`src/rtl/phyx_pkg.sv`:
```
// Constants for the extended management register bank of a 10/100 PHY.
// Assumes the user writes phyx_pkg::name everywhere and imports nothing.
`default_nettype none
package phyx_pkg;
  // ==========================================================
  // Register addresses on the management bus
  localparam logic [4:0]  REG_EXP_CTRL        = 5'h18;
  localparam logic [4:0]  REG_INT_CTRL        = 5'h1b;
  localparam logic [4:0]  REG_DIAG            = 5'h1d;

  // ==========================================================
  // Reset values
  localparam logic [15:0] EXP_CTRL_RESET      = 16'h0800;
  localparam logic [7:0]  INT_EN_RESET        = 8'h00;
  localparam logic [7:0]  INT_FLAG_RESET      = 8'h00;
  localparam logic [1:0]  DIAG_RESULT_RESET   = 2'h0;
  localparam logic [8:0]  DIAG_DIST_RESET     = 9'h000;
  localparam logic [2:0]  DIAG_RSVD_RESET     = 3'h0;

  // ==========================================================
  // Field positions
  localparam int          EXP_PWRDN_OFF_BIT   = 11;
  localparam int          EXP_LATENCY_BIT     = 10;
  localparam int          EXP_PRE_RESTORE_BIT = 6;
  localparam int          INT_EN_LSB          = 8;
  localparam int          INT_FLAG_LSB        = 0;
  localparam int          DIAG_RUN_BIT        = 15;
  localparam int          DIAG_RESULT_LSB     = 13;
  localparam int          DIAG_SHORT_BIT      = 12;
  localparam int          DIAG_RSVD_LSB       = 9;
  localparam int          DIAG_DIST_LSB       = 0;

  // ==========================================================
  // Management frame layout
  localparam logic [5:0]  MDIO_PREAMBLE_LEN   = 6'h20;
  localparam logic [4:0]  MDIO_HDR_LAST       = 5'h0c;
  localparam logic [4:0]  MDIO_DATA_LAST      = 5'h0f;
  localparam logic [1:0]  MDIO_OP_READ        = 2'h2;
  localparam logic [1:0]  MDIO_OP_WRITE       = 2'h1;

  // Receive nibble that closes the start-of-frame delimiter
  localparam logic [3:0]  NIB_SFD             = 4'hd;

  typedef enum logic [4:0] {
    PHYX_IDLE = 5'b00001,
    PHYX_HDR  = 5'b00010,
    PHYX_TA   = 5'b00100,
    PHYX_DATA = 5'b01000,
    PHYX_SPARE = 5'b10000
  } phyx_mdio_state_t;
endpackage : phyx_pkg
`default_nettype wire

```
`src/rtl/phyx_regs.sv`:
```
// Extended control, interrupt and cable-diagnostic registers of a 10/100 PHY.
// Assumes all inputs are synchronous to clk; events and test done are one-cycle pulses.
// How it works
// - energy-detect power-down off bit, resets one
// - latency bit selects random MII receive latency
// - 100Base-TX passes every preamble nibble
// - 10Base-T strips preamble unless restore set
// - eight enable bits, upper byte, reset zero
// - event flags in lower byte, same order
// - flags read-only, clear on read, reset zero
// - interrupt polarity follows level-select input
// - writing one starts test, self-clears on done
// - two-bit result field, resets to normal
// - short-cable bit under ten metres
`timescale 1ns/1ps
`default_nettype none
module phyx_regs
(
  input  wire logic        clk,
  input  wire logic        nrst,
  input  wire logic [4:0]  phy_addr,
  input  wire logic        mdc,
  input  wire logic        mdio_i,
  output logic             mdio_o,
  output logic             mdio_oe,
  input  wire logic [7:0]  evt,
  input  wire logic        int_active_high,
  output logic             irq_pin,
  output logic             energy_detect_powerdown_dis,
  output logic             rx_latency_random,
  input  wire logic        speed_10,
  input  wire logic        rx_dv_in,
  input  wire logic [3:0]  rxd_in,
  output logic             rx_dv,
  output logic [3:0]       rxd,
  output logic             cable_test_run,
  input  wire logic        cable_test_done,
  input  wire logic [1:0]  cable_test_result,
  input  wire logic        cable_test_short,
  input  wire logic [8:0]  cable_test_distance
);
  logic [4:0]  reg_addr;
  logic        rd_stb;
  logic        wr_stb;
  logic [15:0] wr_data;
  logic [15:0] rd_data;

  phyx_mdio u_mdio
  (
    .clk      (clk),
    .nrst     (nrst),
    .phy_addr (phy_addr),
    .mdc      (mdc),
    .mdio_i   (mdio_i),
    .mdio_o   (mdio_o),
    .mdio_oe  (mdio_oe),
    .reg_addr (reg_addr),
    .rd_stb   (rd_stb),
    .rd_data  (rd_data),
    .wr_stb   (wr_stb),
    .wr_data  (wr_data)
  );

  // ==========================================================
  // Expanded receive control
  logic [15:0] exp_ctrl;
  logic        wr_exp;
  logic        wr_int;
  logic        wr_diag;
  logic        rd_int;

  assign wr_exp  = wr_stb && reg_addr == phyx_pkg::REG_EXP_CTRL;
  assign wr_int  = wr_stb && reg_addr == phyx_pkg::REG_INT_CTRL;
  assign wr_diag = wr_stb && reg_addr == phyx_pkg::REG_DIAG;
  assign rd_int  = rd_stb && reg_addr == phyx_pkg::REG_INT_CTRL;

  always_ff @(posedge clk)
  begin
    if (!nrst)
      exp_ctrl <= phyx_pkg::EXP_CTRL_RESET;
    else if (wr_exp)
      exp_ctrl <= wr_data;
  end

  assign energy_detect_powerdown_dis = exp_ctrl[phyx_pkg::EXP_PWRDN_OFF_BIT];
  assign rx_latency_random           = exp_ctrl[phyx_pkg::EXP_LATENCY_BIT];

  // ==========================================================
  // Receive preamble filter
  logic       strip;
  logic       pass;
  logic       hit;
  logic       dv1;
  logic [3:0] d1;

  assign strip = speed_10 & ~exp_ctrl[phyx_pkg::EXP_PRE_RESTORE_BIT];
  assign hit   = strip & rx_dv_in & ~pass & (rxd_in == phyx_pkg::NIB_SFD);

  always_ff @(posedge clk)
  begin
    if (!nrst)
    begin
      pass  <= 1'b0;
      dv1   <= 1'b0;
      d1    <= 4'h0;
      rx_dv <= 1'b0;
      rxd   <= 4'h0;
    end
    else
    begin
      dv1 <= rx_dv_in;
      d1  <= rxd_in;
      rxd <= d1;
      if (!rx_dv_in)
        pass <= 1'b0;
      else if (hit)
        pass <= 1'b1;
      // Held nibble is the first SFD nibble when the closing one arrives
      rx_dv <= dv1 & (~strip | pass | hit);
    end
  end

  // ==========================================================
  // Interrupt enables, flags and pin
  logic [7:0] int_en;
  logic [7:0] int_flag;
  logic [7:0] next_int_flag;
  logic       irq_any;

  assign next_int_flag = (int_flag & ~{8{rd_int}}) | evt;
  assign irq_any       = |(int_flag & int_en);

  always_ff @(posedge clk)
  begin
    if (!nrst)
      int_en <= phyx_pkg::INT_EN_RESET;
    else if (wr_int)
      int_en <= wr_data[phyx_pkg::INT_EN_LSB +: 8];
  end

  always_ff @(posedge clk)
  begin
    if (!nrst)
      int_flag <= phyx_pkg::INT_FLAG_RESET;
    else
      int_flag <= next_int_flag;
  end

  always_ff @(posedge clk)
  begin
    if (!nrst)
      irq_pin <= 1'b1;
    else
      irq_pin <= irq_any ~^ int_active_high;
  end

  // ==========================================================
  // Cable diagnostic
  logic [1:0] diag_result;
  logic       diag_short;
  logic [2:0] diag_rsvd;
  logic [8:0] diag_dist;

  always_ff @(posedge clk)
  begin
    if (!nrst)
    begin
      cable_test_run <= 1'b0;
      diag_result    <= phyx_pkg::DIAG_RESULT_RESET;
      diag_short     <= 1'b0;
      diag_rsvd      <= phyx_pkg::DIAG_RSVD_RESET;
      diag_dist      <= phyx_pkg::DIAG_DIST_RESET;
    end
    else
    begin
      if (wr_diag)
      begin
        cable_test_run <= wr_data[phyx_pkg::DIAG_RUN_BIT];
        diag_rsvd      <= wr_data[phyx_pkg::DIAG_RSVD_LSB +: 3];
      end
      else if (cable_test_done && cable_test_run)
        cable_test_run <= 1'b0;
      if (cable_test_done && cable_test_run)
      begin
        diag_result <= cable_test_result;
        diag_short  <= cable_test_short;
        diag_dist   <= cable_test_distance;
      end
    end
  end

  // ==========================================================
  // Read data
  always_comb
  begin
    unique case (reg_addr)
      phyx_pkg::REG_EXP_CTRL: rd_data = exp_ctrl;
      phyx_pkg::REG_INT_CTRL: rd_data = {int_en, int_flag};
      phyx_pkg::REG_DIAG:     rd_data = {cable_test_run, diag_result, diag_short, diag_rsvd, diag_dist};
      default:                rd_data = 16'h0000;
    endcase
  end
endmodule : phyx_regs
`default_nettype wire

```
`src/rtl/phyx_mdio.sv`:
```
// Management frame slave: decodes read and write frames clocked by mdc.
// Assumes mdc and mdio_i are synchronous to clk and mdc is slower than clk/2.
`timescale 1ns/1ps
`default_nettype none
module phyx_mdio
(
  input  wire logic        clk,
  input  wire logic        nrst,
  input  wire logic [4:0]  phy_addr,
  input  wire logic        mdc,
  input  wire logic        mdio_i,
  output logic             mdio_o,
  output logic             mdio_oe,
  output logic [4:0]       reg_addr,
  output logic             rd_stb,
  input  wire logic [15:0] rd_data,
  output logic             wr_stb,
  output logic [15:0]      wr_data
);
  // ==========================================================
  // Frame decoder
  phyx_pkg::phyx_mdio_state_t state;
  logic        mdc_q;
  logic [5:0]  ones;
  logic [4:0]  cnt;
  logic [15:0] shift;
  logic        is_read;
  logic [12:0] hdr;
  logic        rise;

  assign rise = mdc & ~mdc_q;
  assign hdr  = {shift[11:0], mdio_i};

  always_ff @(posedge clk)
  begin
    if (!nrst)
      mdc_q <= 1'b0;
    else
      mdc_q <= mdc;
  end

  always_ff @(posedge clk)
  begin
    if (!nrst)
    begin
      state    <= phyx_pkg::PHYX_IDLE;
      ones     <= 6'h00;
      cnt      <= 5'h00;
      shift    <= 16'h0000;
      is_read  <= 1'b0;
      reg_addr <= 5'h00;
      mdio_o   <= 1'b0;
      mdio_oe  <= 1'b0;
      rd_stb   <= 1'b0;
      wr_stb   <= 1'b0;
      wr_data  <= 16'h0000;
    end
    else
    begin
      rd_stb <= 1'b0;
      wr_stb <= 1'b0;
      if (rise)
      begin
        unique case (state)
          phyx_pkg::PHYX_IDLE:
          begin
            if (mdio_i)
              ones <= (ones == phyx_pkg::MDIO_PREAMBLE_LEN) ? ones : ones + 6'h01;
            else
            begin
              ones <= 6'h00;
              cnt  <= 5'h00;
              if (ones == phyx_pkg::MDIO_PREAMBLE_LEN)
                state <= phyx_pkg::PHYX_HDR;
            end
          end
          phyx_pkg::PHYX_HDR:
          begin
            shift <= {shift[14:0], mdio_i};
            cnt   <= cnt + 5'h01;
            if (cnt == phyx_pkg::MDIO_HDR_LAST)
            begin
              cnt <= 5'h00;
              // Start bit, own address and a legal opcode
              if (hdr[12] && hdr[9:5] == phy_addr &&
                  (hdr[11:10] == phyx_pkg::MDIO_OP_READ || hdr[11:10] == phyx_pkg::MDIO_OP_WRITE))
              begin
                state    <= phyx_pkg::PHYX_TA;
                reg_addr <= hdr[4:0];
                is_read  <= (hdr[11:10] == phyx_pkg::MDIO_OP_READ);
              end
              else
                state <= phyx_pkg::PHYX_IDLE;
            end
          end
          phyx_pkg::PHYX_TA:
          begin
            cnt <= cnt + 5'h01;
            if (cnt == 5'h00)
            begin
              // Capture and read strobe share this edge; read side effects land one clk later
              if (is_read)
              begin
                shift   <= rd_data;
                rd_stb  <= 1'b1;
                mdio_oe <= 1'b1;
                mdio_o  <= 1'b0;
              end
            end
            else
            begin
              cnt   <= 5'h00;
              state <= phyx_pkg::PHYX_DATA;
              if (is_read)
              begin
                mdio_o <= shift[15];
                shift  <= {shift[14:0], 1'b0};
              end
            end
          end
          phyx_pkg::PHYX_DATA:
          begin
            cnt <= cnt + 5'h01;
            if (is_read)
            begin
              mdio_o <= shift[15];
              shift  <= {shift[14:0], 1'b0};
            end
            else
              shift <= {shift[14:0], mdio_i};
            if (cnt == phyx_pkg::MDIO_DATA_LAST)
            begin
              state   <= phyx_pkg::PHYX_IDLE;
              mdio_oe <= 1'b0;
              cnt     <= 5'h00;
              if (!is_read)
              begin
                wr_stb  <= 1'b1;
                wr_data <= {shift[14:0], mdio_i};
              end
            end
          end
          default:
            state <= phyx_pkg::PHYX_IDLE;
        endcase
      end
    end
  end
endmodule : phyx_mdio
`default_nettype wire

```
`config.mk`:
```
export PLATFORM = sky130hd
export DESIGN_NAME = phyx_regs
export DESIGN_NICKNAME = d
export VERILOG_FILES = /design/src/rtl/phyx_pkg.sv /design/src/rtl/phyx_regs.sv /design/src/rtl/phyx_mdio.sv
export SDC_FILE = /design/constraint.sdc
export NUM_CORES = 1
export LEC_CHECK = 0
export BUFFER_PORTS_ARGS = -buffer_cell sky130_fd_sc_hd__buf_2
export CAP_MARGIN = 10
export CORE_ASPECT_RATIO = 2
export CORE_MARGIN = 2
export CORE_UTILIZATION = 50
export CTS_CLUSTER_DIAMETER = 100
export DETAILED_ROUTE_END_ITERATION = 6
export PLACE_DENSITY = 0.67
export SETUP_SLACK_MARGIN = 0.1
export SYNTH_ARGS = -nofsm -noshare
export SYNTH_HDL_FRONTEND = slang
export SYNTH_HIERARCHICAL = 1
export SYNTH_SLANG_ARGS = --single-unit
export TNS_END_PERCENT = 20
```
`constraint.sdc`:
```
create_clock -name clk -period 3.6 [get_ports clk]
set_input_delay 0.36 -clock clk [delete_from_list [all_inputs] [get_ports clk]]
set_output_delay 0.36 -clock clk [all_outputs]
set_load 0.01 [all_outputs]
```
Word level (Yosys, flattened, before mapping)
Index checks and enable logic that the tools add are counted.

cells by class
  add/sub/neg operators = 2
  equality and inequality tests = 23
  mux-type cells = 32
  bitwise gates (word level) = 18
  reduce and logical (&&, ||, !) cells = 25

operators by type and width
  cell                                                             count
  16-bit case mux with 3 select lines                              2
  16-bit two-way mux                                               3
  5-bit two-way mux                                                9
  5-bit case mux with 4 select lines                               2
  8-bit bitwise AND                                                2
  4-bit AND reduction                                              4
  5-bit by 4-bit == test with 1-bit output, second input constant  3
  5-bit == test, second input constant                             3
  6-bit two-way mux                                                2
  3-bit AND reduction                                              4
  1-bit two-way mux                                                11
  2-bit by 1-bit != test with 1-bit output, second input constant  5
  8-bit NOT                                                        1
  8-bit bitwise OR                                                 1
  8-bit OR reduction                                               1
  1-bit logical AND                                                7
  6-bit by 1-bit adder with 6-bit output, second input constant    1
  1-bit bitwise AND                                                6
  6-bit == test, second input constant                             1
  2-bit != test, second input constant                             3
  6-bit AND reduction                                              1
  5-bit by 1-bit adder with 5-bit output, second input constant    1
  5-bit by 1-bit == test with 1-bit output, second input constant  1
  5-bit by 2-bit == test with 1-bit output, second input constant  1
  other kinds (18)                                                 25

storage, ports and cells
  flip-flop bits (word level) = 119
  input bits = 37
  output and inout bits = 11
  logic and storage cells = 126

Depth between registers and ports, before layout
  word-level depth = 7
  mapped depth = 8
  mapped depth without buffers = 6

Cells and area by module
The synthesis kept the hierarchy.

modules (own cells, without submodules)
  module     times used  cells an instance  area each (um^2)  sequential area each (um^2)
  phyx_mdio  1           344                2870.3            1161.1
  phyx_regs  1           299                2668.8            1201.2

Worst setup path before layout
Ideal clock, no wire load.

  kind = reg-to-reg
  start point = register u_mdio.state[0]
  end point = register u_mdio.wr_data[10]
  library setup time = 0.132 ns
  arrival time = 1.888 ns
  required time = 3.468 ns
  path slack = 1.579 ns
  cell stages (with the launch flop) = 8
  buffers on the path = 3
  period minus slack after synthesis = 2.021 ns
  cell sequence = dfxtp_1 buf_4 or4b_4 or4_1 buf_2 buf_6 nand2_1 a21oi_1

between the ends
  longest elaborated chain between the ends = 2

RTL lines
  item                                      line              source
  start: declaration                        phyx_mdio.sv:22   phyx_pkg::phyx_mdio_state_t state;
  start signal: assignment                  phyx_mdio.sv:46   state <= phyx_pkg::PHYX_IDLE;
  start signal: assignment                  phyx_mdio.sv:74   state <= phyx_pkg::PHYX_HDR;
  start signal: assignment                  phyx_mdio.sv:88   state <= phyx_pkg::PHYX_TA;
  5-bit by 4-bit == test with 1-bit output  phyx_mdio.sv:64   unique case (state)
  4-bit AND reduction (no source line)      --
  end signal: assignment                    phyx_mdio.sv:139  wr_data <= {shift[14:0], mdio_i};
  end: declaration                          phyx_mdio.sv:18   output logic [15:0] wr_data

Every way passes these cells.
A chain may end at the register's enable or synchronous reset.

Final worst setup path
  start point = register u_mdio.cnt[0]
  end point = register u_mdio.state[0]

between the ends
  longest elaborated chain between the ends = 3

RTL lines
  item                                                                                        line              source
  start: declaration                                                                          phyx_mdio.sv:25   logic [4:0] cnt;
  start signal: assignment                                                                    phyx_mdio.sv:80   cnt <= cnt + 5'h01;
  start signal: assignment                                                                    phyx_mdio.sv:98   cnt <= cnt + 5'h01;
  start signal: assignment                                                                    phyx_mdio.sv:123  cnt <= cnt + 5'h01;
  5-bit by 4-bit == test with 1-bit output, or another cell as far along                      phyx_mdio.sv:81   if (cnt == phyx_pkg::MDIO_HDR_LAST)
  2-bit by 1-bit != test with 1-bit output (no source line) or 2-bit != test (tied branches)  --
  6-bit AND reduction (no source line) (*)                                                    --
  end signal: assignment                                                                      phyx_mdio.sv:74
  end signal: assignment                                                                      phyx_mdio.sv:88
  end signal: assignment                                                                      phyx_mdio.sv:93   state <= phyx_pkg::PHYX_IDLE;

Every way passes the cells marked *; elsewhere a longest branch is shown, timed or not.

==> reports/metrics.yaml <==
timing:
  final-hold-violation-count: 0
  clock_skew_ns: 0.008146
  min_period_ns: 2.526
  hold_ws_ns: 0.1577
  fmax_ghz: 0.3958
  period_share: 0.7018
  max_slew.worst_pin.slew_ns: 1.006
  rsz0062_at_grt: "false"
  fin_setup_tns_ns: 0
  final_max_slew_viol_count: 0
  relSlewSlack: 0.3286
  setup_violations: 0
logic_synthesis:
  syn_inst: 643
  synth_warnings: 6
  synth_cell_types: 62
  syn-num-nets: 686
  synth_edf_count: 0
  synth_ff_type: "dfxtp_1"
  syn_area_um2: 5539
  ys_seq_area_frac: 0.4265
  ys_ff_latch: 118
  synth.avg_cell_area_um2: 8.614
  synthArstFlopShare: 0
global_route:
  antenna_found_initial: 0
  overflow: 0
  grt_max_degree: 42
  grt_pass1_vias: 4718
  grt_pass1_wl_mm: 23.44
  track_usage: 0.2493
placement:
  hpwl_mm: 10.02
  gp_congestion: 0.8236
  io_buffer_count: 47
min_path:
  hp-class: "input pin to flip-flop"
  hold_start: "rxd_in[3]"
pwr:
  power_frac_comb: 0.029
  seq_power_share: 0.413
  power_mw: 3.222
  switching_share: 0.1994
  pwr-share-clk: 0.558
  power.density_nw_per_um2: 501.8
  p_int_mw: 2.579
  power.leakage_nw: 2.227
  ir_worst_vdd_v: 0.0003334
  p_switching_uw: 642.5
setup_path:
  crit_type: "flip-flop to flip-flop"
  end_kind: "flip-flop"
  worstSetupStartpoint: "u_mdio/cnt[0]"
  start_kind: "flip-flop"
  cp.required_ns: 3.91
  critPathMaxFanout: 21
  cp.arrival_ns: 2.84
  rr_startpoint: "u_mdio/cnt[0]"
route:
  vias_per_cell: 5.795
  wl_per_cell_um: 17.15
  drcViolationCount: 0
  first_iter_violations: 279
  vias: 4758
  antenna_left: 0
  dr.pass1.iters: 5
  drt_wl_total_mm: 14.08
outcome:
  status: "complete, no violations"
clocking:
  cts_hold_buf: 0
  insertion_delay_ns: 0.41
  cts_tree: "built"
  cts.htree.levels: 4
  cts.path.max_buffers: 2
  cts_root_buf: "clkbuf_16"
  postCtsSetupBuffers: 0
  clk_pin_slew_worst_paths_ns: 0.06
  clock-sinks: 118
  ctsResizeCount: 0
  cts_buffers: 17
cells_and_area:
  fill_cells: 972
  final_cell_mix: "nand2_1, dfxtp_1, buf_2"
  areaGrowthSynthToFinish_pct: 15.90
  multi_input_area_um2: 2840
  n_antenna_cell: 0
  fin_nets: 713
  regArea_um2: 2362
  drive_gt1_frac: 0.1424
  final_common_cell: "nand2_1"
die:
  io_pins: 48
  die_w_um: 78.43
  core.rowCount: 54
  die_y_um: 152.9
  initial_core_util: 0.5092
  core_um2: 10880
  die_area_um2: 11990
run:
  cap_violations: 0
stage by stage:
step           worst slack, ns  cells  area [µm²]  utilization
4_1_cts                  1.076    821        6420       0.5902
6_report                 1.074    821        6420       0.5902
5_1_grt                 0.8423    821        6420       0.5902
3_3_place_gp             1.153    791        5789       0.5322
2_1_floorplan            1.579    643        5539            -
3_5_place_dp             1.110    791        5789       0.5322
routing by layer:
metal	up-vias	wire, µm	GRT usage	share of wire
met5	-	0	0	0
met4	0	556	0.1353	0.039
met3	38	402	0.04782	0.029
met2	133	7654	0.4470	0.54
met1	2248	5469	0.2695	0.39
li1	2339	-	-	-
cell type report:
cell class	instances	share of cell area
Inverter	35	0.02046
Timing Repair Buffer	53	0.04366
Multi-Input combinational cell	445	0.4424
Clock inverter	8	0.02280
Clock buffer	22	0.07542
Sequential cell	118	0.3680
Tap cell	140	0.02729
sequential cells by signal, summed over array words and instances (netlist names), 2 cells and up:
signal           cells
d1                   4
diag_dist            9
diag_result          2
diag_rsvd            3
exp_ctrl            16
int_en               8
int_flag             8
rxd                  4
u_mdio/cnt           5
u_mdio/ones          6
u_mdio/reg_addr      5
u_mdio/shift        16
u_mdio/state         4
u_mdio/wr_data      16
kinds of logic after synthesis:
logic type | count (synthesis) | synth area share
AOI/OAI and AO/OA | 144 | 0.1823
muxes | 38 | 0.06890
and+or+nand+nor | 251 | 0.2342
xor gates and xnor gates | 6 | 0.009489
DFF | 118 | 0.4265
buffers and inverters | 80 | 0.06505
adders and majority gates | 6 | 0.01355
cell usage after synthesis (2+ instances only):
cell      instances  area [µm²]
nand2_1         143       536.8
dfxtp_1         118        2362
a21oi_1          42       210.2
mux2i_1          37       370.4
inv_1            34       127.6
clkbuf_1         27       101.4
nand3_1          26       130.1
nor3_1           17       85.08
o21ai_0          17       85.08
a221o_1          16       160.2
a311oi_1         16       140.1
and2_1           16       100.1
a21boi_0         12       90.09
a31oi_1           9       56.30
buf_2             9       45.04
buf_6             6       67.56
ha_1              6       75.07
nor2b_1           6       37.54
nor4b_1           6       52.55
a22oi_1           5       37.54
nand2b_1          4       25.02
nor2_1            4       15.01
nand4_1           3       18.77
nor4b_2           3       45.04
o311ai_0          3       26.28
o41ai_1           3       26.28
or4_1             3       22.52
xnor2_1           3       26.28
xor2_1            3       26.28
a211o_1           2       17.52
a211oi_1          2       15.01
a32oi_1           2       17.52
and3_1            2       12.51
buf_1             2       7.510
nand4b_1          2       17.52
nor3_4            2       32.53
nor3b_1           2       15.01
nor4_4            2       42.54
o211ai_1          2       15.01
o21a_1            2       15.01
or3_1             2       12.51
or4b_2            2       20.02
path summary, 6_finish.rpt:
kind	to	slack [ns]	cells past startpoint
setup reg to reg	u_mdio/state[0]	1.07	7
hold reg to reg	rx_dv	0.43	2
hold / removal	d1[3]	0.16	2
setup / recovery	u_mdio/state[0]	1.07	7
power by group through the flow:
stage / Sequential [mW] / Combinational [mW] / Clock (mW)
after CTS: 1.33 / 0.0933 / 1.82
final: 1.33 / 0.0929 / 1.80
after floorplan: 1.36 / 0.0507 / 0
after detailed placement: 1.36 / 0.0918 / 0
after global placement: 1.36 / 0.0897 / 0
after global routing: 1.33 / 0.103 / 1.88
critical path, cell delays in order (launching register included):
cell and delay, ns:
dfxtp_1 0.37, inv_1 0.08, ha_1 0.21, nor4b_2 0.16, buf_4 0.22, a222oi_1 0.71, nand2_1 0.33, o311ai_1 0.34
Note: power is estimated with default switching activity, not from simulation.
